**src/hw/flash_read_pkg.sv**
```systemverilog
// constants, types and field layout for the flash burst read control
// Notes on behaviour
// - mode bit one: async page; zero: burst
// - first word after latency count valid edges
// - no wait states inside one word line
// - polarity bit sets asserted level of stall
// - burst mode: stall output changes on valid edges only
// - burst mode: stall asserted until data valid
// - non-array reads use same stall behaviour
// - non-array line end: first access only
// - async reads hold stall at deasserted level
// - stall floats unless chip and output enabled
// - hold bit: two clocks per word, else one
// - early release bit: release one data cycle early
// - linear order only; order bit kept one
// - size field: 4, 8, 16 or continuous
// - wrap mode counts modulo length in group
// - no-wrap mode counts straight across groups
// - continuous bursts always count straight up
// - edge bit picks rising or falling bus edge
// - first row crossing may add up to latency-1 stalls
package flash_read_pkg;

  // wishbone register offsets (byte addresses)
  localparam logic [7:0] CFG_OFFSET = 8'h00;
  localparam logic [7:0] STATUS_OFFSET = 8'h04;

  // read_config_reg reset: async, latency 7, all option bits set, continuous
  localparam logic [15:0] CFG_RESET = 16'hBFCF;

  // burst_size encodings
  localparam logic [2:0] SIZE_4 = 3'h1;
  localparam logic [2:0] SIZE_8 = 3'h2;
  localparam logic [2:0] SIZE_16 = 3'h3;
  localparam logic [2:0] SIZE_CONT = 3'h7;

  // masks of the low address bits that wrap for each size
  localparam logic [3:0] MASK_4 = 4'h3;
  localparam logic [3:0] MASK_8 = 4'h7;
  localparam logic [3:0] MASK_16 = 4'hF;

  // lowest latency code the logic serves
  localparam logic [2:0] LATENCY_MIN = 3'h2;
  // last word index in a device row, and words per row group
  localparam logic [3:0] ROW_LAST = 4'hF;
  localparam logic [2:0] ROW_GROUP = 3'h4;

  typedef struct packed {
    logic read_mode_select;     // 15
    logic rsvd_14;              // 14
    logic [2:0] first_access_latency; // 13:11
    logic wait_polarity;        // 10
    logic data_hold_cycles;     // 9
    logic stall_early_release;  // 8
    logic burst_order;          // 7
    logic clk_rising;           // 6
    logic [1:0] rsvd_5_4;       // 5:4
    logic burst_nowrap;         // 3
    logic [2:0] burst_size;     // 2:0
  } read_config_t;

  typedef struct packed {
    logic bus_clk;
    logic chip_en_n;
    logic out_en_n;
    logic address_valid_n;
    logic nonarray;
  } flash_ctrl_t;

  typedef enum logic [2:0] {
    ST_IDLE = 3'b000,
    ST_LATENCY = 3'b001,
    ST_DATA = 3'b011,
    ST_ROW_STALL = 3'b010,
    ST_DONE = 3'b110
  } burst_state_t;

endpackage

```
**src/hw/flash_burst_read.sv**
```systemverilog
// flash read-side control: async page reads, synchronous bursts, stall output
`timescale 1ns/1ps
`default_nettype none
module flash_burst_read #(
  parameter int ADDR_W = 24
) (
  input wire logic clk_i,
  input wire logic rst_i,
  // classic wishbone slave
  input wire logic wb_cyc_i,
  input wire logic wb_stb_i,
  input wire logic wb_we_i,
  input wire logic [7:0] wb_adr_i,
  input wire logic [3:0] wb_sel_i,
  input wire logic [31:0] wb_dat_i,
  output logic [31:0] wb_dat_o,
  output logic wb_ack_o,
  // flash bus pins
  input wire flash_read_pkg::flash_ctrl_t ctrl_i,
  input wire logic [ADDR_W-1:0] addr_i,
  output logic [15:0] dq_o,
  output logic dq_oe_o,
  output logic wait_o,
  output logic wait_oe_o,
  // array read port
  output logic [ADDR_W-1:0] mem_addr_o,
  input wire logic [15:0] mem_data_i
);

  initial begin
    if (ADDR_W < 5 || ADDR_W > 30) begin
      $error("ADDR_W must lie in 5..30");
    end
  end

  ////////////////////////////////////////////////////////////////////////////
  // registers

  flash_read_pkg::read_config_t cfg;
  flash_read_pkg::burst_state_t state;
  flash_read_pkg::burst_state_t next_state;
  logic [ADDR_W-1:0] cur_addr;
  logic [ADDR_W-1:0] next_addr;
  logic [4:0] words;
  logic row_crossed;
  logic nonarray_q;
  logic wb_hit;
  logic wb_write;

  assign wb_hit = wb_cyc_i & wb_stb_i & ~wb_ack_o;
  assign wb_write = wb_hit & wb_we_i;

  always_ff @(posedge clk_i) begin
    if (rst_i) begin
      wb_ack_o <= 1'b0;
    end else begin
      wb_ack_o <= wb_hit;
    end
  end

  always_ff @(posedge clk_i) begin
    if (rst_i) begin
      cfg <= flash_read_pkg::CFG_RESET;
    end else if (wb_write && wb_adr_i == flash_read_pkg::CFG_OFFSET) begin
      if (wb_sel_i[0]) begin
        cfg[7:0] <= wb_dat_i[7:0];
      end
      if (wb_sel_i[1]) begin
        cfg[15:8] <= wb_dat_i[15:8];
      end
    end
  end

  always_ff @(posedge clk_i) begin
    if (rst_i) begin
      wb_dat_o <= 32'h0000_0000;
    end else if (wb_hit && !wb_we_i) begin
      if (wb_adr_i == flash_read_pkg::CFG_OFFSET) begin
        wb_dat_o <= {16'h0000, cfg};
      end else if (wb_adr_i == flash_read_pkg::STATUS_OFFSET) begin
        wb_dat_o <= {state, words, row_crossed, nonarray_q, 22'(cur_addr)};
      end else begin
        wb_dat_o <= 32'h0000_0000;
      end
    end
  end

  ////////////////////////////////////////////////////////////////////////////
  // bus clock edge select and cycle qualifiers

  logic bus_clk_q;
  logic edge_en;
  logic active;
  logic sync_mode;

  always_ff @(posedge clk_i) begin
    if (rst_i) begin
      bus_clk_q <= 1'b0;
    end else begin
      bus_clk_q <= ctrl_i.bus_clk;
    end
  end

  // edge bit chooses which bus clock transition is the valid edge
  assign edge_en = cfg.clk_rising ? (ctrl_i.bus_clk & ~bus_clk_q)
                                  : (~ctrl_i.bus_clk & bus_clk_q);
  assign active = ~ctrl_i.chip_en_n & ~ctrl_i.out_en_n;
  assign sync_mode = ~cfg.read_mode_select;

  ////////////////////////////////////////////////////////////////////////////
  // burst geometry

  logic [3:0] wrap_mask;
  logic continuous;
  logic [4:0] burst_len;
  logic [1:0] hold_len;
  logic [2:0] to_valid;
  logic [2:0] stall_left;
  logic [2:0] next_to_valid;
  logic [2:0] next_stall_left;
  logic [1:0] hold_cnt;
  logic [1:0] next_hold_cnt;
  logic [2:0] row_stall;
  logic [ADDR_W-1:0] start_addr;
  logic [ADDR_W-1:0] inc_addr;
  logic [3:0] early;

  // only the linear order exists; the order bit does not change sequencing
  always_comb begin
    continuous = 1'b0;
    wrap_mask = flash_read_pkg::MASK_16;
    burst_len = 5'h10;
    case (cfg.burst_size)
      flash_read_pkg::SIZE_4: begin
        wrap_mask = flash_read_pkg::MASK_4;
        burst_len = 5'h04;
      end
      flash_read_pkg::SIZE_8: begin
        wrap_mask = flash_read_pkg::MASK_8;
        burst_len = 5'h08;
      end
      flash_read_pkg::SIZE_16: begin
        wrap_mask = flash_read_pkg::MASK_16;
        burst_len = 5'h10;
      end
      default: begin
        continuous = 1'b1;
      end
    endcase
  end

  assign hold_len = cfg.data_hold_cycles ? 2'd2 : 2'd1;
  assign inc_addr = cur_addr + ADDR_W'(1);

  // wrap inside the aligned group, or count straight up
  always_comb begin
    if (continuous || cfg.burst_nowrap) begin
      next_addr = inc_addr;
    end else begin
      next_addr = {cur_addr[ADDR_W-1:4],
                   (cur_addr[3:0] & ~wrap_mask) | (inc_addr[3:0] & wrap_mask)};
    end
  end

  // stalls at the first row crossing: offset in group plus latency minus four
  always_comb begin
    logic [3:0] sum;
    sum = {2'b00, start_addr[1:0]} + {1'b0, cfg.first_access_latency};
    if (sum > {1'b0, flash_read_pkg::ROW_GROUP}) begin
      row_stall = 3'(sum - {1'b0, flash_read_pkg::ROW_GROUP});
    end else begin
      row_stall = 3'd0;
    end
  end

  ////////////////////////////////////////////////////////////////////////////
  // burst sequencer, advanced on valid edges only

  logic start;
  logic load_word;

  assign start = edge_en & sync_mode & ~ctrl_i.chip_en_n & ~ctrl_i.address_valid_n;

  always_comb begin
    next_state = state;
    next_to_valid = to_valid;
    next_stall_left = stall_left;
    next_hold_cnt = hold_cnt;
    load_word = 1'b0;
    if (ctrl_i.chip_en_n || !sync_mode) begin
      next_state = flash_read_pkg::ST_IDLE;
    end else if (start) begin
      // latency counted from the last valid edge with the strobe low
      next_state = flash_read_pkg::ST_LATENCY;
      next_to_valid = cfg.first_access_latency - 3'd1;
    end else if (edge_en) begin
      case (state)
        flash_read_pkg::ST_LATENCY: begin
          if (to_valid <= 3'd1) begin
            next_state = flash_read_pkg::ST_DATA;
            next_hold_cnt = 2'd0;
            next_to_valid = 3'd0;
          end else begin
            next_to_valid = to_valid - 3'd1;
          end
        end
        flash_read_pkg::ST_DATA: begin
          if (hold_cnt + 2'd1 >= hold_len) begin
            next_hold_cnt = 2'd0;
            // one new word per data cycle until the size is reached
            if (!continuous && words + 5'd1 >= burst_len) begin
              next_state = flash_read_pkg::ST_DONE;
            end else begin
              load_word = 1'b1;
              // no stall inside a row; non-array reads only manage the first
              if (cur_addr[3:0] == flash_read_pkg::ROW_LAST && !row_crossed && !nonarray_q
                  && (continuous || cfg.burst_nowrap) && row_stall != 3'd0) begin
                next_state = flash_read_pkg::ST_ROW_STALL;
                next_stall_left = row_stall;
              end
            end
          end else begin
            next_hold_cnt = hold_cnt + 2'd1;
          end
        end
        flash_read_pkg::ST_ROW_STALL: begin
          if (stall_left <= 3'd1) begin
            next_state = flash_read_pkg::ST_DATA;
            next_stall_left = 3'd0;
          end else begin
            next_stall_left = stall_left - 3'd1;
          end
        end
        default: begin
          next_state = state;
        end
      endcase
    end
  end

  always_ff @(posedge clk_i) begin
    if (rst_i) begin
      state <= flash_read_pkg::ST_IDLE;
      to_valid <= 3'd0;
      stall_left <= 3'd0;
      hold_cnt <= 2'd0;
    end else begin
      state <= next_state;
      to_valid <= next_to_valid;
      stall_left <= next_stall_left;
      hold_cnt <= next_hold_cnt;
    end
  end

  always_ff @(posedge clk_i) begin
    if (rst_i) begin
      cur_addr <= '0;
      start_addr <= '0;
      words <= 5'd0;
      row_crossed <= 1'b0;
      nonarray_q <= 1'b0;
    end else if (start) begin
      cur_addr <= addr_i;
      start_addr <= addr_i;
      words <= 5'd0;
      row_crossed <= 1'b0;
      nonarray_q <= ctrl_i.nonarray;
    end else if (load_word) begin
      cur_addr <= next_addr;
      words <= words + 5'd1;
      if (cur_addr[3:0] == flash_read_pkg::ROW_LAST) begin
        row_crossed <= 1'b1;
      end
    end else if (!sync_mode) begin
      cur_addr <= addr_i;
    end
  end

  ////////////////////////////////////////////////////////////////////////////
  // data path

  logic data_valid;

  assign mem_addr_o = cur_addr;
  assign data_valid = (state == flash_read_pkg::ST_DATA) || (state == flash_read_pkg::ST_DONE);

  always_ff @(posedge clk_i) begin
    if (rst_i) begin
      dq_o <= 16'h0000;
      dq_oe_o <= 1'b0;
    end else begin
      dq_oe_o <= active & (~sync_mode | data_valid);
      if (!sync_mode || state == flash_read_pkg::ST_DATA) begin
        dq_o <= mem_data_i;
      end
    end
  end

  ////////////////////////////////////////////////////////////////////////////
  // stall output

  logic next_stall;
  logic stall_asserted;
  logic stall_edge_q;
  logic next_stall_q;

  // early release lets go one data cycle ahead of valid data
  assign early = cfg.stall_early_release ? {2'b00, hold_len} : 4'd0;

  // asserted until valid data, same for array and non-array reads
  always_comb begin
    case (next_state)
      flash_read_pkg::ST_LATENCY: begin
        next_stall = {1'b0, next_to_valid} > early;
      end
      flash_read_pkg::ST_ROW_STALL: begin
        next_stall = {1'b0, next_stall_left} > early;
      end
      default: begin
        next_stall = 1'b0;
      end
    endcase
  end

  // decision held one clock so the pin moves together with the registered data word
  always_ff @(posedge clk_i) begin
    if (rst_i) begin
      stall_edge_q <= 1'b0;
      next_stall_q <= 1'b0;
    end else begin
      stall_edge_q <= edge_en & active;
      next_stall_q <= next_stall;
    end
  end

  // updated one clock after a valid edge of an enabled read cycle; cleared on every clock in async mode
  always_ff @(posedge clk_i) begin
    if (rst_i) begin
      stall_asserted <= 1'b0;
    end else if (!sync_mode) begin
      stall_asserted <= 1'b0;
    end else if (stall_edge_q) begin
      stall_asserted <= next_stall_q;
    end
  end

  assign wait_o = stall_asserted ? cfg.wait_polarity : ~cfg.wait_polarity;
  assign wait_oe_o = active;

endmodule
`default_nettype wire

```
**config.mk**
```make
export PLATFORM = sky130hd
export DESIGN_NAME = flash_burst_read
export DESIGN_NICKNAME = d
export VERILOG_FILES = /design/src/hw/flash_read_pkg.sv /design/src/hw/flash_burst_read.sv
export SDC_FILE = /design/constraint.sdc
export NUM_CORES = 1
export LEC_CHECK = 0
export ABC_CLOCK_PERIOD_IN_PS = 4000
export BUFFER_PORTS_ARGS = -buffer_cell sky130_fd_sc_hd__buf_4
export CAP_MARGIN = 25
export CELL_PAD_IN_SITES_DETAIL_PLACEMENT = 0
export CELL_PAD_IN_SITES_GLOBAL_PLACEMENT = 2
export CORE_MARGIN = 4
export CORE_UTILIZATION = 30
export CTS_CLUSTER_SIZE = 28
export DETAILED_ROUTE_END_ITERATION = 6
export PLACE_DENSITY_LB_ADDON = 0.1
export SLEW_MARGIN = 20
export SYNTH_ARGS = -nofsm -noshare
export SYNTH_HDL_FRONTEND = slang
export SYNTH_SLANG_ARGS = --single-unit
```
**constraint.sdc**
```tcl
create_clock -name clk_i -period 4 [get_ports clk_i]
set_input_delay 0.8 -clock clk_i [delete_from_list [all_inputs] [get_ports clk_i]]
set_output_delay 0.8 -clock clk_i [all_outputs]
set_load 0.05 [all_outputs]
```
==> flow_metrics.env <==
export IMPL_status="completed"
export IMPL_power_density_nw_per_um2=372
export IMPL_synth_area_mux_share_pct=3.71
export IMPL_die_area_um2=21600
export IMPL_hold_buffers=0
export IMPL_setup_viol=0
export IMPL_core_area_um2=18900
export IMPL_async_flop_share_pct=0
export IMPL_vias_per_cell=5.13
export IMPL_top_layer="met4"
export IMPL_wl_met3_um=1150
export IMPL_numCtsBuffers=17
export IMPL_drtIter0Drc=314
export IMPL_wl_met2_um=9480
export IMPL_gp_congestion=0.866
export IMPL_ys_ff_latch=114
export IMPL_vias=5678
export IMPL_timing_hold_violations_final=0
export IMPL_grt_pass1_wl_um=31500
export IMPL_synth_top_area_cell="dfxtp_1"
export IMPL_synth_avg_cell_area_um2=8.44
export IMPL_cp_end_kind="flop"
export IMPL_cp_arrival_ns=4.02
export IMPL_relSlewSlack_pct=39.8
export IMPL_cts_tree="built"
export IMPL_drv_slew=0
export IMPL_timing_final_crit_period_ns=3.75
export IMPL_clock_latency_ns=0.42
export IMPL_synthSimpleGateAreaFrac_pct=22.8
export IMPL_synth_compound_area_share_pct=23.9
export IMPL_io_pins=170
export IMPL_synth_top_area_share_pct=39.3
export IMPL_ys_warn_count=0
export IMPL_worst_pin_slew_ns=0.903
export IMPL_final_cell_mix="buf_4 (164), dfxtp_1 (114), nand2_1 (77)"
export IMPL_total_power_mw=2.89
export IMPL_cts_buffer_depth=2
export IMPL_synth_xor_area_share_pct=1.81
export IMPL_io_buffers=151
export IMPL_synth_edf_count=0
export IMPL_fin_skew_ns=0.00882
export IMPL_track_usage_pct=18.4
export IMPL_cts_max_level=4
export IMPL_p_leak_nw=3.29
export IMPL_syn_area_um2=5810
export IMPL_synthToLayoutAreaGrowth_pct=33.9
export IMPL_die_w_um=147
export IMPL_drt_met1_wl_um=9090
export IMPL_critical_path_startpoint_type="flop"
export IMPL_yosysSeqAreaShare_pct=39.3
export IMPL_synthFlopType="dfxtp_1"
export IMPL_fmax_mhz=267
export IMPL_synth_top_family_by_area="compound AO/OA/AOI/OAI gates"
export IMPL_cts_num_sinks=114
export IMPL_drt_first_pass_iters=5
export IMPL_ctsRootBufferMaster="clkbuf_16"
export IMPL_fp_dieH_um=147
export IMPL_drt_total_wl_um=20000
export IMPL_synth_adder_area_share_pct=4.44
export IMPL_synth_area_leaders="dfxtp_1 (39%), nand2_1 (5.0%), a21oi_1 (4.8%)"
export IMPL_final_common_cell="buf_4"
export IMPL_cts_reportedPaths_clkPinSlew_ns=0.06
export IMPL_critical_path_max_fanout=6
export IMPL_grt_max_degree=79
export IMPL_rsz0062_at_grt="false"
export IMPL_synth_nets=802
export IMPL_cts_setup_buffers=0
export IMPL_rows=50
export IMPL_cap_violations=0
export IMPL_hold_path_class="reg2reg"
export IMPL_gr_total_overflow=0
export IMPL_dp_hpwl_um=14800
export IMPL_ir_worst_vdd_v=0.000261
export IMPL_grt_pass1_vias=5674
export IMPL_setup_tns_ns=0
export IMPL_drc=0
export IMPL_ys_types=75
export IMPL_wl_per_cell_um=18.1
export IMPL_synthCells=688
export IMPL_path_class="reg2reg"
export IMPL_start_util_pct=30.7
export IMPL_crit_required_ns=4.27
export IMPL_final_nets=947
export IMPL_postRouteAntennaNets=0
export IMPL_grt_antenna_before_repair=0
export IMPL_period_share_pct=93.7
export IMPL_final_layout_size_suffix_gt1_share_pct=26.7
==> path summary, 6_finish.rpt <==
path	from	end	slack, ns	cells past startpoint
worst max register to register	cfg[1]	next_stall_q	0.25	14
worst max-delay path	cfg[1]	next_stall_q	0.25	14
worst min-delay path	dq_o[4]	dq_o[4]	0.45	2
worst min register to register	dq_o[4]	dq_o[4]	0.45	2
==> report_power, final <==
group          leakage, nW  switching, mW  internal, mW  total (mW)
Sequential           0.930         0.0280          1.16        1.19
Clock                0.266          0.576         0.856        1.43
Combinational         2.10          0.164         0.110       0.274
==> cell families after synthesis <==
kind of cell | Yosys count
AO/OA/AOI/OAI | 198
flip-flops | 114
XOR/XNOR | 12
multiplexers | 20
buffers and inverters | 57
adder cells (fa/ha/maj) | 20
AND/OR/NAND/NOR | 267
==> synthesized netlist by cell type (4+ instances only) <==
master,number
a211o_1,14
a211oi_1,4
a21o_1,5
a21oi_1,56
a22oi_1,36
a31oi_1,11
and2_1,7
and3_1,24
clkbuf_1,34
dfxtp_1,114
ha_1,19
inv_1,19
mux2_2,12
mux2i_1,8
nand2_1,77
nand2b_1,7
nand3_1,15
nand3b_1,8
nand4_1,4
nor2_1,72
nor2b_1,5
nor3_1,15
nor4_1,6
o211a_1,4
o211ai_1,4
o21ai_0,19
o22ai_1,5
or3_1,6
xnor2_1,9
==> flip-flops by register name, summed over array words and instances (netlist names), 2 cells and up, named ones only <==
signal / count
cfg: 16
dq_o: 16
hold_cnt: 2
mem_addr_o: 22
stall_left: 3
start_addr: 2
state: 3
to_valid: 3
wb_dat_o: 32
words: 5
==> stage by stage <==
stage	hold WS [ns]	setup slack (ns)	utilization, %	area (µm²)	instances
after floorplan	0.431	0.579	-	5810	688
after global placement	0.439	0.263	38.1	7200	1073
after detailed placement	0.447	0.121	38.1	7200	1074
after CTS	0.456	0.101	41.1	7770	1106
after global routing	0.467	0.0445	41.1	7770	1106
final	0.451	0.252	41.2	7770	1107
==> routing by layer <==
layer / up-vias / GRT usage [%]
met5: - / 0
met1: 2697 / 23.8
li1: 2815 / -
met4: 0 / 5.17
met3: 19 / 5.15
met2: 147 / 30.1
==> worst max-delay path: stages, from the launching register on <==
cell and delay [ns]:
dfxtp_1 0.42, or3b_2 0.50, ha_1 0.30, and3_1 0.20
o311ai_1 0.34, and3_1 0.29, a21boi_0 0.15, o31ai_1 0.30
and2_1 0.18, ha_1 0.14, inv_1 0.04, a21oi_1 0.13
a21oi_1 0.06, a2111oi_2 0.41, o22ai_1 0.15
==> area by class of cell <==
cell class                      count  area (µm²)
Antenna cell                        1        2.50
Clock buffer                       17         425
Clock inverter                     15         136
Fill cell                        1988       11100
Inverter                           19        71.3
Multi-Input combinational cell    517        3300
Sequential cell                   114        2280
Tap cell                          260         325
Timing Repair Buffer              164        1230
==> repair_timing <==
action	4_1_cts	5_1_grt
resized for setup	0	2
endpoints found under the hold margin	0	0
endpoints found under the setup margin	0	1
Power figures use the tool's default switching activity.
